[src/inc/pmsc_cfg.svh]
// What this block and its host must do
// answer serial bus only while selected
// host gives each module own select
// long reset pulse restores all defaults
// host ignores status during reset
// reset done raises interrupt, clears pending
// power-up raises same completion interrupt
// low-power pin sets power limit
// present output tied low when inserted
// host pulls present signal up
// interrupt pin low reports fault/status
// host reads map to find cause
// interrupt pin only pulls low, host pulls up
// map read/write over serial clock, data
// each channel individually shut down
// exactly seven low-speed control pins
// initialization done within maximum time
// reset pulse minimum is parameter, filtered
// pending flag set from reset to done
`ifndef PMSC_CFG_SVH
`define PMSC_CFG_SVH
// ****************************************
// timing
// ****************************************
`define PMSC_CLK_HZ      50000000
`define PMSC_INIT_MS     2000
`define PMSC_RST_MIN_US  10
// ****************************************
// pins, channels
// ****************************************
`define PMSC_PIN_W       5
`define PMSC_PIN_INIT    5'h1f
`define PMSC_PIN_SCL     0
`define PMSC_PIN_SDA     1
`define PMSC_PIN_SEL     2
`define PMSC_PIN_RST     3
`define PMSC_PIN_LP      4
`define PMSC_CH_W        4
// ****************************************
// serial memory map
// ****************************************
`define PMSC_DEV_ADDR    7'h50
`define PMSC_MAP_STATUS  8'h02
`define PMSC_MAP_FLAGS   8'h03
`define PMSC_MAP_TXDIS   8'h56
`define PMSC_MAP_RXDIS   8'h57
`define PMSC_FLAG_DONE   0
`define PMSC_FLAG_FAULT  1
// ****************************************
// apb registers
// ****************************************
`define PMSC_A_CTRL      12'h000
`define PMSC_A_STATUS    12'h004
`define PMSC_A_ISTAT     12'h008
`define PMSC_A_IMASK     12'h00c
`define PMSC_IRQ_W       3
`define PMSC_IRQ_DONE    0
`define PMSC_IRQ_HWR     1
`define PMSC_IRQ_RST     2
`endif

[src/inc/pmsc_pkg.sv]
package pmsc_pkg;
  // sideband sequencing
  typedef enum logic [1:0] {ST_HOLD, ST_INIT, ST_READY} pmsc_main_type;
  // serial slave states
  typedef enum logic [2:0] {SL_IDLE, SL_RX, SL_ACK, SL_TX, SL_TACK} pmsc_sl_type;
  // which byte of a write comes next
  typedef enum logic [1:0] {PH_DEV, PH_REG, PH_DATA} pmsc_phase_type;
endpackage

[src/inc/pmsc_mem_if.sv]
`timescale 1ns/1ns
// byte access from serial slave to memory map
interface pmsc_mem_if;
  logic [7:0] addr;   // map byte address
  logic [7:0] wdata;  // write byte
  logic [7:0] rdata;  // read byte, combinational
  logic       wr;     // one-cycle write strobe
  logic       rd;     // one-cycle read strobe
  modport slave (output addr, output wdata, output wr, output rd, input rdata);
  modport map   (input addr, input wdata, input wr, input rd, output rdata);
endinterface

[src/design/pmsc_i2c_slave.sv]
`timescale 1ns/1ns
`include "pmsc_cfg.svh"
module pmsc_i2c_slave (
  input  wire logic pclk,
  input  wire logic presetn,
  input  wire logic sel_i,     // filtered, select asserted
  input  wire logic scl_i,     // filtered clock level
  input  wire logic scl_rise,
  input  wire logic scl_fall,
  input  wire logic sda_i,     // filtered data level
  input  wire logic sda_rise,
  input  wire logic sda_fall,
  output logic      sda_oe,    // pull data low
  pmsc_mem_if.slave mem
);
  import pmsc_pkg::*;
  pmsc_sl_type    state_q, state_d;  // byte engine
  pmsc_phase_type phase_q, phase_d;  // write byte role
  logic [3:0]     cnt_q, cnt_d;      // bit count
  logic [7:0]     sh_q, sh_d;        // shift register
  logic [7:0]     ptr_q, ptr_d;      // map pointer
  logic           rw_q, rw_d;        // read transfer
  logic           oe_q, oe_d;
  logic           wr_d, rd_d;
  logic           start, stop;
  // start and stop: data moves while clock high
  assign start  = sda_fall & scl_i;
  assign stop   = sda_rise & scl_i;
  assign sda_oe = oe_q;
  assign mem.addr  = ptr_q;
  assign mem.wdata = sh_q;
  assign mem.wr    = wr_d;
  assign mem.rd    = rd_d;
  // ****************************************
  // byte engine
  // ****************************************
  // next state of the slave
  always_comb begin
    state_d = state_q;
    phase_d = phase_q;
    cnt_d   = cnt_q;
    sh_d    = sh_q;
    ptr_d   = ptr_q;
    rw_d    = rw_q;
    oe_d    = oe_q;
    wr_d    = 1'b0;
    rd_d    = 1'b0;
    if (!sel_i) begin
      state_d = SL_IDLE;
      oe_d    = 1'b0;
    end else if (start) begin
      state_d = SL_RX;
      phase_d = PH_DEV;
      cnt_d   = 4'h0;
      oe_d    = 1'b0;
    end else if (stop) begin
      state_d = SL_IDLE;
      oe_d    = 1'b0;
    end else begin
      case (state_q)
        SL_RX: begin
          if (scl_rise) begin
            sh_d  = {sh_q[6:0], sda_i};
            cnt_d = cnt_q + 4'h1;
          end else if (scl_fall && cnt_q == 4'h8) begin
            cnt_d   = 4'h0;
            state_d = SL_ACK;
            oe_d    = 1'b1;
            case (phase_q)
              PH_DEV: begin
                rw_d = sh_q[0];
                // other addresses: stay off the bus
                if (sh_q[7:1] != `PMSC_DEV_ADDR) begin
                  state_d = SL_IDLE;
                  oe_d    = 1'b0;
                end
              end
              PH_REG: ptr_d = sh_q;
              default: begin
                wr_d  = 1'b1;
                ptr_d = ptr_q + 8'h01;
              end
            endcase
          end
        end
        SL_ACK: begin
          if (scl_fall) begin
            oe_d    = 1'b0;
            state_d = SL_RX;
            if (phase_q == PH_DEV && rw_q) begin
              state_d = SL_TX;
              rd_d    = 1'b1;
              sh_d    = mem.rdata;
              oe_d    = ~mem.rdata[7];
            end else if (phase_q == PH_DEV) begin
              phase_d = PH_REG;
            end else begin
              phase_d = PH_DATA;
            end
          end
        end
        SL_TX: begin
          if (scl_fall) begin
            if (cnt_q == 4'h7) begin
              cnt_d   = 4'h0;
              oe_d    = 1'b0;
              state_d = SL_TACK;
              ptr_d   = ptr_q + 8'h01;
            end else begin
              cnt_d = cnt_q + 4'h1;
              sh_d  = {sh_q[6:0], 1'b0};
              oe_d  = ~sh_q[6];
            end
          end
        end
        SL_TACK: begin
          // master nack ends the read
          if (scl_rise && sda_i) begin
            state_d = SL_IDLE;
          end else if (scl_fall) begin
            state_d = SL_TX;
            rd_d    = 1'b1;
            sh_d    = mem.rdata;
            oe_d    = ~mem.rdata[7];
          end
        end
        default: state_d = SL_IDLE;
      endcase
    end
  end
  // register the slave
  always_ff @(posedge pclk or negedge presetn) begin
    if (!presetn) begin
      state_q <= SL_IDLE;
      phase_q <= PH_DEV;
      cnt_q   <= 4'h0;
      sh_q    <= 8'h00;
      ptr_q   <= 8'h00;
      rw_q    <= 1'b0;
      oe_q    <= 1'b0;
    end else begin
      state_q <= state_d;
      phase_q <= phase_d;
      cnt_q   <= cnt_d;
      sh_q    <= sh_d;
      ptr_q   <= ptr_d;
      rw_q    <= rw_d;
      oe_q    <= oe_d;
    end
  end
endmodule

[src/design/pmsc_top.sv]
// Design decisions made here: the APB slave port and the placing of the registers.
`timescale 1ns/1ns
`include "pmsc_cfg.svh"
module pmsc_top #(
  parameter int INIT_MS    = `PMSC_INIT_MS,
  parameter int RST_MIN_US = `PMSC_RST_MIN_US,
  parameter int INIT_W     = 27,
  parameter int RST_W      = 16
) (
  input  wire logic                 pclk,
  input  wire logic                 presetn,
  input  wire logic                 psel,
  input  wire logic                 penable,
  input  wire logic                 pwrite,
  input  wire logic [11:0]          paddr,
  input  wire logic [31:0]          pwdata,
  output logic                      pready,
  output logic [31:0]               prdata,
  output logic                      pslverr,
  output logic                      irq,
  input  wire logic                 module_select_n,
  input  wire logic                 module_reset_n,
  input  wire logic                 low_power_select,
  input  wire logic                 scl_i,
  input  wire logic                 sda_i,
  output logic                      sda_o,
  output logic                      sda_oe,
  output logic                      module_present_n,
  output logic                      interrupt_n_o,
  output logic                      interrupt_n_oe,
  output logic                      power_limit,
  output logic [`PMSC_CH_W-1:0]     tx_disable,
  output logic [`PMSC_CH_W-1:0]     rx_disable,
  output pmsc_pkg::pmsc_main_type   seq_state
);
  import pmsc_pkg::*;
  // least time rounds up, longest rounds down
  localparam longint RST_CYC  = (longint'(RST_MIN_US) * `PMSC_CLK_HZ + 999999) / 1000000;
  localparam longint INIT_CYC = longint'(INIT_MS) * (`PMSC_CLK_HZ / 1000);
  localparam logic [RST_W-1:0]  RST_LAST  = RST_W'(RST_CYC - 1);
  localparam logic [RST_W-1:0]  RST_SAT   = RST_W'(RST_CYC);
  localparam logic [INIT_W-1:0] INIT_LAST = INIT_W'(INIT_CYC - 1);
  // ****************************************
  // pin filters
  // ****************************************
  logic [`PMSC_PIN_W-1:0] s1_q, s2_q, s3_q; // three-stage synchroniser
  logic [`PMSC_PIN_W-1:0] flt_q, flt_d;     // agreed level
  logic [`PMSC_PIN_W-1:0] prev_q;           // for edges
  logic [`PMSC_PIN_W-1:0] pins;
  logic                   scl_rise, scl_fall, sda_rise, sda_fall;
  assign pins = {low_power_select, module_reset_n, module_select_n, sda_i, scl_i};
  // change counts only once stages two and three agree
  always_comb begin
    flt_d = (~(s2_q ^ s3_q) & s2_q) | ((s2_q ^ s3_q) & flt_q);
  end
  // all pins idle high; reset pin high means no reset
  always_ff @(posedge pclk or negedge presetn) begin
    if (!presetn) begin
      s1_q   <= `PMSC_PIN_INIT;
      s2_q   <= `PMSC_PIN_INIT;
      s3_q   <= `PMSC_PIN_INIT;
      flt_q  <= `PMSC_PIN_INIT;
      prev_q <= `PMSC_PIN_INIT;
    end else begin
      s1_q   <= pins;
      s2_q   <= s1_q;
      s3_q   <= s2_q;
      flt_q  <= flt_d;
      prev_q <= flt_q;
    end
  end
  assign scl_rise = flt_q[`PMSC_PIN_SCL] & ~prev_q[`PMSC_PIN_SCL];
  assign scl_fall = ~flt_q[`PMSC_PIN_SCL] & prev_q[`PMSC_PIN_SCL];
  assign sda_rise = flt_q[`PMSC_PIN_SDA] & ~prev_q[`PMSC_PIN_SDA];
  assign sda_fall = ~flt_q[`PMSC_PIN_SDA] & prev_q[`PMSC_PIN_SDA];
  // ****************************************
  // reset and init sequencing
  // ****************************************
  pmsc_main_type     state_q, state_d;
  logic [RST_W-1:0]  rst_cnt_q, rst_cnt_d;   // low time of reset pin
  logic [INIT_W-1:0] init_cnt_q, init_cnt_d; // init duration
  logic              reset_hit;              // qualified reset pulse
  logic              done_ev;                // init finished
  // a pulse counts once, when it reaches the minimum
  assign reset_hit = ~flt_q[`PMSC_PIN_RST] & (rst_cnt_q == RST_LAST);
  always_comb begin
    rst_cnt_d  = rst_cnt_q;
    state_d    = state_q;
    init_cnt_d = init_cnt_q;
    done_ev    = 1'b0;
    // shorter glitches never reach the count
    if (flt_q[`PMSC_PIN_RST]) begin
      rst_cnt_d = '0;
    end else if (rst_cnt_q != RST_SAT) begin
      rst_cnt_d = rst_cnt_q + 1'b1;
    end
    case (state_q)
      ST_HOLD: begin
        if (flt_q[`PMSC_PIN_RST]) begin
          state_d    = ST_INIT;
          init_cnt_d = '0;
        end
      end
      ST_INIT: begin
        if (init_cnt_q == INIT_LAST) begin
          state_d = ST_READY;
          done_ev = 1'b1;
        end else begin
          init_cnt_d = init_cnt_q + 1'b1;
        end
      end
      ST_READY: state_d = ST_READY;
      default:  state_d = ST_INIT;
    endcase
    if (reset_hit) begin
      state_d    = ST_HOLD;
      init_cnt_d = '0;
      done_ev    = 1'b0;
    end
  end
  // power-up enters init on its own, no pin pulse needed
  always_ff @(posedge pclk or negedge presetn) begin
    if (!presetn) begin
      state_q    <= ST_INIT;
      rst_cnt_q  <= '0;
      init_cnt_q <= '0;
    end else begin
      state_q    <= state_d;
      rst_cnt_q  <= rst_cnt_d;
      init_cnt_q <= init_cnt_d;
    end
  end
  // ****************************************
  // serial memory map
  // ****************************************
  pmsc_mem_if mem ();
  logic                  dnr_q, dnr_d;     // init pending
  logic [1:0]            flags_q, flags_d; // latched causes
  logic [`PMSC_CH_W-1:0] tx_q, tx_d, rx_q, rx_d;
  logic                  lp_q, lp_d;
  logic                  fault_ev;
  pmsc_i2c_slave u_slave (
    .pclk     (pclk),
    .presetn  (presetn),
    .sel_i    (~flt_q[`PMSC_PIN_SEL]),
    .scl_i    (flt_q[`PMSC_PIN_SCL]),
    .scl_rise (scl_rise),
    .scl_fall (scl_fall),
    .sda_i    (flt_q[`PMSC_PIN_SDA]),
    .sda_rise (sda_rise),
    .sda_fall (sda_fall),
    .sda_oe   (sda_oe),
    .mem      (mem.slave)
  );
  // read mux, unmapped bytes read zero
  always_comb begin
    case (mem.addr)
      `PMSC_MAP_STATUS: mem.rdata = {6'h00, lp_q, dnr_q};
      `PMSC_MAP_FLAGS:  mem.rdata = {6'h00, flags_q};
      `PMSC_MAP_TXDIS:  mem.rdata = {4'h0, tx_q};
      `PMSC_MAP_RXDIS:  mem.rdata = {4'h0, rx_q};
      default:          mem.rdata = 8'h00;
    endcase
  end
  // settings: channel shutdown, flags, power mode
  always_comb begin
    dnr_d   = (state_d != ST_READY);
    flags_d = flags_q;
    tx_d    = tx_q;
    rx_d    = rx_q;
    lp_d    = flt_q[`PMSC_PIN_LP];
    if (mem.rd && mem.addr == `PMSC_MAP_FLAGS) begin
      flags_d = 2'h0;
    end
    // set after the read clear; only reset_hit in the same cycle drops a fresh event
    if (done_ev) begin
      flags_d[`PMSC_FLAG_DONE] = 1'b1;
    end
    if (fault_ev) begin
      flags_d[`PMSC_FLAG_FAULT] = 1'b1;
    end
    if (mem.wr && mem.addr == `PMSC_MAP_TXDIS) begin
      tx_d = mem.wdata[`PMSC_CH_W-1:0];
    end
    if (mem.wr && mem.addr == `PMSC_MAP_RXDIS) begin
      rx_d = mem.wdata[`PMSC_CH_W-1:0];
    end
    if (reset_hit) begin
      flags_d = 2'h0;
      tx_d    = '0;
      rx_d    = '0;
    end
  end
  always_ff @(posedge pclk or negedge presetn) begin
    if (!presetn) begin
      dnr_q   <= 1'b1;
      flags_q <= 2'h0;
      tx_q    <= '0;
      rx_q    <= '0;
      lp_q    <= 1'b1;
    end else begin
      dnr_q   <= dnr_d;
      flags_q <= flags_d;
      tx_q    <= tx_d;
      rx_q    <= rx_d;
      lp_q    <= lp_d;
    end
  end
  // ****************************************
  // apb slave and interrupt
  // ****************************************
  logic                  rdy_q, rdy_d, err_q, err_d, irq_q, irq_d, oe_q, oe_d;
  logic [31:0]           rd_q, rd_d;
  logic [`PMSC_IRQ_W-1:0] istat_q, istat_d, imask_q, imask_d;
  logic                  take, acc, wr_take;
  assign acc      = psel & penable;
  assign take     = acc & rdy_q;
  assign wr_take  = take & pwrite;
  assign fault_ev = wr_take & (paddr == `PMSC_A_CTRL) & pwdata[0];
  // one wait state: ready rises in the second access cycle
  always_comb begin
    rdy_d   = acc & ~rdy_q;
    err_d   = 1'b0;
    rd_d    = rd_q;
    imask_d = imask_q;
    istat_d = istat_q;
    if (acc && !rdy_q) begin
      case (paddr)
        `PMSC_A_CTRL:   rd_d = 32'h0000_0000;
        `PMSC_A_STATUS: rd_d = {16'h0000, rx_q, tx_q, 4'h0, (state_q == ST_HOLD),
                                ~flt_q[`PMSC_PIN_SEL], lp_q, dnr_q};
        `PMSC_A_ISTAT:  rd_d = {29'h0, istat_q};
        `PMSC_A_IMASK:  rd_d = {29'h0, imask_q};
        default: begin
          rd_d  = 32'h0000_0000;
          err_d = 1'b1;
        end
      endcase
    end
    if (wr_take && paddr == `PMSC_A_IMASK) begin
      imask_d = pwdata[`PMSC_IRQ_W-1:0];
    end
    if (wr_take && paddr == `PMSC_A_ISTAT) begin
      istat_d = istat_q & ~pwdata[`PMSC_IRQ_W-1:0];
    end
    // events after the clear: set wins
    istat_d[`PMSC_IRQ_DONE] = istat_d[`PMSC_IRQ_DONE] | done_ev;
    istat_d[`PMSC_IRQ_HWR]  = istat_d[`PMSC_IRQ_HWR] | mem.wr;
    istat_d[`PMSC_IRQ_RST]  = istat_d[`PMSC_IRQ_RST] | reset_hit;
    irq_d = |(istat_q & imask_q);
    oe_d  = |flags_q;
  end
  always_ff @(posedge pclk or negedge presetn) begin
    if (!presetn) begin
      rdy_q   <= 1'b0;
      err_q   <= 1'b0;
      rd_q    <= 32'h0000_0000;
      istat_q <= '0;
      imask_q <= '0;
      irq_q   <= 1'b0;
      oe_q    <= 1'b0;
    end else begin
      rdy_q   <= rdy_d;
      err_q   <= err_d;
      rd_q    <= rd_d;
      istat_q <= istat_d;
      imask_q <= imask_d;
      irq_q   <= irq_d;
      oe_q    <= oe_d;
    end
  end
  // open-drain pins only ever pull low
  assign pready           = rdy_q;
  assign pslverr          = err_q;
  assign prdata           = rd_q;
  assign irq              = irq_q;
  assign interrupt_n_oe   = oe_q;
  assign interrupt_n_o    = 1'b0;
  assign sda_o            = 1'b0;
  assign module_present_n = 1'b0;
  assign power_limit      = lp_q;
  assign tx_disable       = tx_q;
  assign rx_disable       = rx_q;
  assign seq_state        = state_q;
endmodule

[config.mk]
export PLATFORM = sky130hd
export DESIGN_NAME = pmsc_top
export DESIGN_NICKNAME = d
export VERILOG_FILES = /design/src/inc/pmsc_pkg.sv /design/src/inc/pmsc_mem_if.sv /design/src/design/pmsc_i2c_slave.sv /design/src/design/pmsc_top.sv
export VERILOG_INCLUDE_DIRS = /design/src /design/src/inc
export SDC_FILE = /design/constraint.sdc
export NUM_CORES = 1
export LEC_CHECK = 0
export BUFFER_PORTS_ARGS = -buffer_cell sky130_fd_sc_hd__buf_2
export CAP_MARGIN = 15
export CORE_MARGIN = 2
export CORE_UTILIZATION = 25
export CTS_CLUSTER_DIAMETER = 80
export CTS_CLUSTER_SIZE = 25
export DETAILED_ROUTE_END_ITERATION = 12
export PLACE_DENSITY = 0.48
export REMOVE_ABC_BUFFERS = 1
export SYNTH_ARGS = -nofsm -noshare
export SYNTH_HDL_FRONTEND = slang
export SYNTH_SLANG_ARGS = --single-unit
[constraint.sdc]
create_clock -name pclk -period 3.25 [get_ports pclk]
set_input_delay 0 -clock pclk [delete_from_list [all_inputs] [get_ports pclk]]
set_output_delay 0 -clock pclk [all_outputs]
set_load 0.1 [all_outputs]
==> impl_metrics.yaml, run 1 <==
outcome:
  status: "finished clean"
clock_tree:
  post_cts.repair.setup_buffers: 0
  cts_root_buffer: "clkbuf_16"
  cts.hold.buffers_added: 10
  cts_made_buffers: 17
  htreeDepth: 4
  clock-sinks: 128
  clkTransAtPathRegs_ns: 0.06
  clock_latency_ns: 0.43
  cts_tree: "yes"
  clock_tree.buffer_depth: 2
  cts-resized-gates: 0
die:
  ios: 105
  die_y_um: 168
  die-area_mm2: 0.0281
  die_w_um: 168
  start_util: 0.256
  rows: 59
  core_mm2: 0.0261
logic_synthesis:
  seq_area_frac_synth: 0.484
  synth_edf_count: 0
  syn_area_mm2: 0.00669
  synth_largest_area_cell: "dfrtp_1"
  synth_top_area_frac: 0.385
  synth_cells: 676
  ys_types: 76
  ys_ff_latch: 128
  yosysMostFrequentCell: "dfrtp_1"
  synthTopCellsByArea: "dfrtp_1 (39%), dfstp_2 (9.8%), nand3_1 (2.9%)"
  async_reset_ff_frac: 1.00
  ys_warn_count: 0
  ys.flop_type: "dfrtp_1"
  syn_avg_cell_area_um2: 9.89
  synth_common_cells: "dfrtp_1 (103), nor2_1 (52), nand2_1 (47)"
timing:
  slew-limit-headroom: 0.419
  timing.fmax_mhz: 395
  tightest_slew_ns: 0.872
  tns_ns: 0
  skew_ns: 0.0101
  fin_crit_ns: 2.53
  maxSlewViolCount: 0
  setup_viol: 0
  min_period_over_period: 0.780
  hold_violations: 0
  whs_ns: 0.0767
  rsz0062_at_grt: "false"
detailed_routing:
  wire_per_inst_um: 15.4
  dr.pass1.iters: 4
  routed_via_density: 4.85
  ant_nets: 0
  wl_met1_um: 8690
  top_layer: "met4"
  first_iter_violations: 420
  wl_met2_um: 7080
  route.met3.wl_um: 503
  finalWirelength_um: 16700
  drc: 0
  vias: 5281
placement:
  dp.final_hpwl_um: 11700
  portBuffers: 52
  place.gp.congestion: 0.763
setup_path:
  cp_slowest_cell: "or4b_1"
  required_ns: 3.56
  cp-end-kind: "flip-flop"
  reg2reg_from: "init_cnt_q[12]"
  crit_chain: "or4_1 > or4b_1 > o21ai_4 > buf_4 > a211oi_1 > mux2i_1"
  crit_fanout: 10
  critical_path.max_stage_delay_ns: 0.63
  arrival_ns: 2.84
  path_class: "flip-flop to flip-flop"
  r2r_end: "init_cnt_q[25]"
  r2r_slack_ns: 0.72
  cp-start-kind: "flip-flop"
  reg2regPathDepth: 6
final_layout:
  diodes: 0
  drive_gt1_frac: 0.191
  nets: 802
  synthToLayoutAreaGrowth_pct: 18.7
worst_hold_path:
  min_to: "flags_q[1]"
  timing.hold.worst_path_depth: 4
  hold_path_class: "input port to flip-flop"
  worstHoldStart: "paddr[2]"
power:
  ir_drop_mv: 0.407
  p_per_area_mw_per_mm2: 524
  leakagePower_nw: 3.45
global_routing:
  grt_use_total: 0.125
  grt_pass1_vias: 5166
  grt_antenna_before_repair: 0
  grt_max_degree: 92
  grt_pass1_wl_um: 28200
  overflow: 0
flow_run:
  maxCapViolations: 0
## flip-flops by register name (all words and copies together), names as in the netlist, 3 cells and up, named ones only
register,count
s3_q,5
imask_q,3
prdata,12
u_slave.mem.addr,8
istat_q,3
s2_q,5
u_slave.state_q,3
u_slave.mem.wdata,8
rst_cnt_q,16
init_cnt_q,27
u_slave.cnt_q,4
rx_disable,4
s1_q,5
tx_disable,4
## critical path, delay by kind of cell (launching register included)
family / cells / cell delay, ns
AOI/OAI and AO/OA: 2 / 0.45
muxes: 1 / 0.15
DFF: 1 / 0.43
buffers and inverters: 1 / 0.24
and+or+nand+nor: 2 / 1.13
## worst max-delay path by stage
stage	slack (ns)	depth (start not counted)	to	from
2_1_floorplan	0.83	5	u_slave.mem.wdata[1]	u_slave.state_q[1]
3_3_place_gp	0.74	6	init_cnt_q[25]	init_cnt_q[12]
3_5_place_dp	0.73	6	init_cnt_q[25]	init_cnt_q[12]
4_1_cts	0.72	6	init_cnt_q[25]	init_cnt_q[12]
5_1_grt	0.52	5	u_slave.mem.addr[0]	prev_q[0]
6_report	0.72	6	init_cnt_q[25]	init_cnt_q[12]
## cell usage in the layout, fill, tap and decap left out, types with 17 or more instances in the layout
master,n
a21oi_1,30
a22o_1,20
buf_2,51
clkbuf_16,19
conb_1,23
dfrtp_1,103
dfstp_2,25
inv_1,26
mux2i_1,17
nand2_1,47
nand3_1,39
nor2_1,52
nor3_1,19
o21ai_0,22
## logic make-up after synthesis
group / Yosys count / synth area share
DFF: 128 / 0.484
xor gates and xnor gates: 15 / 0.0196
muxes: 27 / 0.0423
adders and majority gates: 12 / 0.0206
and+or+nand+nor: 265 / 0.215
buffers and inverters: 76 / 0.0591
other: 1 / 0.000561
AOI/OAI and AO/OA: 152 / 0.159
## report_power, final
part / switching (mW) / total [mW] / leakage (nW) / internal, mW
clock: 0.727 / 1.86 / 0.280 / 1.13
sequential: 0.0944 / 1.78 / 1.67 / 1.68
combinational: 0.372 / 0.526 / 1.50 / 0.154
total: 1.19 / 4.16 / 3.45 / 2.97
## layer usage
| metal | vias to the layer above | track usage |
|---|---|---|
| met2 | 104 | 0.177 |
| met4 | 0 | 0.0556 |
| li1 | 2581 | - |
| met3 | 22 | 0.0251 |
| met5 | - | 0 |
| met1 | 2574 | 0.183 |
## metrics by stage
stage / total power, mW / setup slack [ns] / utilization / instances / area, um2
global placement: 2.32 / 0.738 / 0.278 / 1047 / 7270
finish: 4.16 / 0.717 / 0.304 / 1089 / 7940
global route: 4.37 / 0.525 / 0.304 / 1089 / 7940
detailed placement: 2.32 / 0.728 / 0.278 / 1047 / 7270
CTS: 4.22 / 0.724 / 0.304 / 1089 / 7940
floorplan: 2.15 / 0.830 / - / 648 / 6470
## area by class of cell
cell class                 count  area, um2
clock buffer                  22        487
multi-input combinational    494       3150
fill                        2746      18200
timing repair buffer          74        469
sequential                   128       3230
inverter                      26       97.6
clock inverter                10       83.8
tap                          335        419
No activity file was read; power rests on OpenSTA's default activity.
==> run 2: changes to the inputs <==
- PLACE_DENSITY: 0.48 -> 0.49
- clock period: 3.25 -> 2.05 ns (I/O delays scaled with it)
==> run 2 against run 1 <==
The flow now finishes with violations (negative setup slack). Critical path depth increased by 1. First-iteration DRC count down 6.2%. Count of clock-buffer cells in the layout fell by 2.
==> impl_metrics.yaml, run 2 (synthesis results as in run 1) <==
outcome:
  status: "finished with violations"
  violations: "negative setup slack"
setup_path:
  r2r_slack_ns: -0.26
  arrival_ns: 2.62
  path_class: "flip-flop to flip-flop"
  required_ns: 2.36
  r2r_end: "init_cnt_q[25]"
  crit_start: "init_cnt_q[10]"
  cp-start-kind: "flip-flop"
  cp-end-kind: "flip-flop"
  reg2regPathDepth: 7
  cp-endpoint: "init_cnt_q[25]"
  reg2reg_from: "init_cnt_q[10]"
  crit_fanout: 7
detailed_routing:
  wire_per_inst_um: 15.5
  ant_nets: 0
  finalWirelength_um: 18200
  dr.pass1.iters: 4
  first_iter_violations: 394
  routed_via_density: 4.82
  vias: 5675
  drc: 0
clock_tree:
  cts_root_buffer: "clkbuf_16"
  cts_made_buffers: 17
  clock_latency_ns: 0.42
  htreeDepth: 4
  clock_tree.buffer_depth: 2
  cts_tree: "yes"
  clkTransAtPathRegs_ns: 0.06
  clock-sinks: 128
placement:
  portBuffers: 52
  dp.final_hpwl_um: 12800
  dp.cells: 1129
  dp_slack_ns: -0.262
  place.gp.congestion: 0.820
global_routing:
  grt_pass1_vias: 5539
  grt_pass1_wl_um: 29800
  grt_antenna_before_repair: 0
  overflow: 0
  grt_use_total: 0.134
  grt_max_degree: 57
final_layout:
  final_core_util: 0.341
  drive_gt1_frac: 0.314
  layout_common_cells: "dfrtp_1 (102), buf_4 (87), nor2_1 (51), buf_2 (51), nand2_1 (46)"
  largest_register_ffs: 27
  largest-register: "init_cnt_q"
  synthToLayoutAreaGrowth_pct: 33.4
  mostFrequentLayoutCell: "dfrtp_1"
  nets: 890
  final_cell_count_no_fill: 1177
  diodes: 0
power:
  p_switching_mw: 2.00
  internal_power_mw: 5.32
  p_seq_frac: 0.377
  pwr-share-comb: 0.157
  finalPower_mw: 7.32
  p_per_area_mw_per_mm2: 821
  leakagePower_nw: 3.99
  ir_drop_mv: 0.622
  sw_frac_of_total: 0.274
  pwr-share-clk: 0.466
die:
  die_w_um: 168
  core_mm2: 0.0261
  die_y_um: 168
  rows: 59
  die-area_mm2: 0.0281
  ios: 105
  start_util: 0.256
timing:
  timing.fmax_mhz: 432
  setup_viol: 30
  tns_ns: -5.54
  fin_crit_ns: 2.31
  slew-limit-headroom: 0.622
  min_period_over_period: 1.13
  tightest_slew_ns: 0.566
  fin_ws_ns: -0.264
  skew_ns: 0.00668
  maxSlewViolCount: 0
  rsz0062_at_grt: "true"
  hold_violations: 0
flow_run:
  maxCapViolations: 0
worst_hold_path:
  hold_path_class: "input port to flip-flop"
run 2: changes by cell type in the layout (fill, tap and decap cells not counted), sizes merged:
cell,change
clkinv,-3
o21a,+1
clkbuf,-1
bufinv,+4
clkinvlp,+1
buf,+86
run 2: final cells by class:
| class | instances | area (um2) |
|---|---|---|
| Inverter | 26 | 97.6 |
| Fill cell | 2636 | 17200 |
| Multi-Input combinational cell | 495 | 3320 |
| Sequential cell | 128 | 3240 |
| Timing Repair Buffer | 161 | 1180 |
| Clock inverter | 12 | 208 |
| Tap cell | 335 | 419 |
| Clock buffer | 20 | 457 |
run 2: repair_timing:
item / in CTS / in global routing
cloned: 1 / 0
hold endpoints to repair: 65 / 0
hold buffers: 10 / 0
buffers inserted: 3 / 2
pin swaps: 14 / 8
gates resized for setup: 21 / 26
setup endpoints to repair: 32 / 55
run 2: power by group through the flow:
stage	combinational, mW	sequential (mW)	clock (mW)
floorplan	0.542	2.87	0
global placement	1.06	2.80	0
detailed placement	1.06	2.80	0
CTS	1.12	2.76	3.49
global route	1.24	2.78	3.62
finish	1.15	2.76	3.41
run 2: how the worst min path moves through the flow:
stage	start	endpoint	slack (ns)	cells after the start
after global placement	presetn	rst_cnt_q[9]	0.02	1
after CTS	paddr[2]	flags_q[1]	0.07	4
after detailed placement	presetn	init_cnt_q[20]	0.02	1
after global routing	paddr[2]	imask_q[1]	0.11	3
final	paddr[2]	flags_q[1]	0.09	4
after floorplan	presetn	flags_q[0]	-0.30	0
run 2: critical path, cell delays in order, from the launching register on:
cell	delay (ns)
dfrtp_1	0.38
or4_4	0.53
or4b_4	0.51
buf_6	0.16
o21ai_4	0.27
buf_4	0.17
a211oi_2	0.06
mux2i_1	0.12
run 2: stage by stage:
step | cell area (um2) | hold WS [ns]
floorplan | 6470 | -0.296
global placement | 7920 | 0.0224
detailed placement | 7920 | 0.0192
CTS | 8800 | 0.0749
global route | 8920 | 0.114
finish | 8920 | 0.0869
run 2: per-layer routing:
layer,up-vias,GRT usage,share of wire
met5,-,0,0
met4,0,0.0737,0.039
met3,33,0.0246,0.037
met2,134,0.196,0.44
met1,2754,0.186,0.49
li1,2754,-,-
==> run 3: changes to the inputs <==
==> constraint.sdc (replaced) <==
create_clock -name pclk -period 2.05 [get_ports pclk]
set_input_delay 0.41 -clock pclk [delete_from_list [all_inputs] [get_ports pclk]]
set_output_delay 0.41 -clock pclk [all_outputs]
set_load 0.1 [all_outputs]
==> run 3 against run 2 <==
The flow still finishes with violations (negative setup slack). Largest cell class unchanged. Non-clock buffer count shrank 3. Setup slack improved by 0.096 ns. Combinational power is 4% lower. Routed wire length down 1.6%. Highest routed layer is now met5. Total power decreased by 4.3%. Register-to-register slack improved by 0.096 ns. Clock power is 7.9% lower. Critical path type unchanged.
==> impl_metrics.yaml, run 3 (synthesis results as in run 1) <==
detailed_routing:
  first_iter_violations: 375
  dr.pass1.iters: 4
  ant_nets: 0
  vias: 5604
  wire_per_inst_um: 15.3
  drc: 0
  routed_via_density: 4.77
  finalWirelength_um: 17900
final_layout:
  largest-register: "init_cnt_q"
  layout_common_cells: "dfrtp_1 (102), buf_4 (98), nor2_1 (51), buf_2 (51), nand2_1 (47)"
  final_core_util: 0.335
  fillers: 2709
  mostFrequentLayoutCell: "dfrtp_1"
  final_cell_count_no_fill: 1174
  diodes: 0
  largest_register_ffs: 27
  synthToLayoutAreaGrowth_pct: 31.0
  drive_gt1_frac: 0.312
  nets: 887
clock_tree:
  clkTransAtPathRegs_ns: 0.06
  cts_made_buffers: 17
  clock-sinks: 128
  clock_tree.buffer_depth: 2
  clock_latency_ns: 0.42
  cts_tree: "yes"
  cts_root_buffer: "clkbuf_16"
  htreeDepth: 4
setup_path:
  reg2reg_from: "init_cnt_q[10]"
  r2r_slack_ns: -0.17
  cp-start-kind: "flip-flop"
  required_ns: 2.36
  reg2regPathDepth: 7
  arrival_ns: 2.53
  r2r_end: "init_cnt_q[2]"
  crit_start: "init_cnt_q[10]"
  crit_fanout: 7
  cp-end-kind: "flip-flop"
  path_class: "flip-flop to flip-flop"
global_routing:
  grt_pass1_vias: 5419
  overflow: 0
  grt_pass1_wl_um: 29100
  grt_use_total: 0.130
  grt_max_degree: 62
  grt_antenna_before_repair: 1
placement:
  dp_slack_ns: -0.242
  place.gp.congestion: 0.794
  dp.final_hpwl_um: 12900
  portBuffers: 52
  dp.cells: 1133
timing:
  min_period_over_period: 1.08
  maxSlewViolCount: 0
  setup_viol: 32
  timing.fmax_mhz: 451
  skew_ns: 0.0119
  tns_ns: -3.96
  rsz0062_at_grt: "true"
  fin_crit_ns: 2.22
  tightest_slew_ns: 0.504
  fin_ws_ns: -0.168
  slew-limit-headroom: 0.661
  hold_violations: 0
worst_hold_path:
  timing.hold.worst_path_depth: 1
  hold_path_class: "input port to flip-flop"
  worstHoldStart: "scl_i"
  min_to: "s1_q[0]"
die:
  die-area_mm2: 0.0281
  core_mm2: 0.0261
  ios: 105
  rows: 59
  start_util: 0.256
  die_w_um: 168
  die_y_um: 168
power:
  leakagePower_nw: 3.95
  ir_drop_mv: 0.594
  p_per_area_mw_per_mm2: 800
  finalPower_mw: 7.01
outcome:
  status: "finished with violations"
  violations: "negative setup slack"
flow_run:
  maxCapViolations: 0
run 3: changes by cell type in the layout (fill, tap and decap cells not counted), sizes merged:
cell | previous run | this run
dlygate4sd3 | 10 | 1
buf | 150 | 157
bufinv | 5 | 3
clkbuf | 21 | 22
clkinv | 4 | 5
clkinvlp | 3 | 2
run 3: timing repair:
item / CTS / global route
hold buffers: 1 / 0
hold endpoints to repair: 19 / 0
gates resized for setup: 16 / 16
cloned: 1 / 0
pin swaps: 7 / 4
setup endpoints to repair: 41 / 57
buffers inserted: 3 / 4
run 3: worst max path at each step:
stage | end | slack (ns) | cells after the start
3_5_place_dp | init_cnt_q[3] | -0.24 | 6
6_report | init_cnt_q[2] | -0.17 | 7
5_1_grt | init_cnt_q[22] | -0.25 | 7
2_1_floorplan | u_slave.mem.wdata[1] | -0.37 | 5
3_3_place_gp | init_cnt_q[5] | -0.24 | 6
4_1_cts | init_cnt_q[2] | -0.17 | 7
run 3: area by class of cell:
cell class	instances	area [um2]	share of cell area
multi-input cells	495	3270	0.374
well taps	335	419	0.0479
flip-flops and latches	128	3240	0.369
inverters	26	97.6	0.0111
clock buffers	22	474	0.0541
clock inverters	10	134	0.0153
repair buffers	158	1130	0.129
run 3: power breakdown:
group | total (mW) | switching (mW) | internal (mW)
Clock | 3.14 | 1.14 | 2.00
Sequential | 2.76 | 0.0963 | 2.66
Combinational | 1.10 | 0.705 | 0.398
Total | 7.01 | 1.94 | 5.06
run 3: worst max-delay path, stage by stage (launching register included):
cell and delay (ns):
dfrtp_1 0.37, or4_4 0.53, or4b_4 0.50, buf_6 0.16, o21ai_4 0.18, buf_4 0.16
nor3b_1 0.04, o21a_1 0.16
run 3: routing by layer:
layer | track usage | vias to the layer above | share of wire
met5 | 0 | - | 0.0010
met4 | 0.0537 | 2 | 0.018
met3 | 0.0215 | 23 | 0.027
met2 | 0.196 | 108 | 0.45
met1 | 0.185 | 2722 | 0.50
li1 | - | 2749 | -
run 3: per-stage QoR:
step / hold slack (ns) / instance area [um2]
floorplan: 0.114 / 6470
global placement: 0.284 / 7950
detailed placement: 0.281 / 7950
CTS: 0.0696 / 8660
global route: 0.0721 / 8760
finish: 0.0855 / 8760
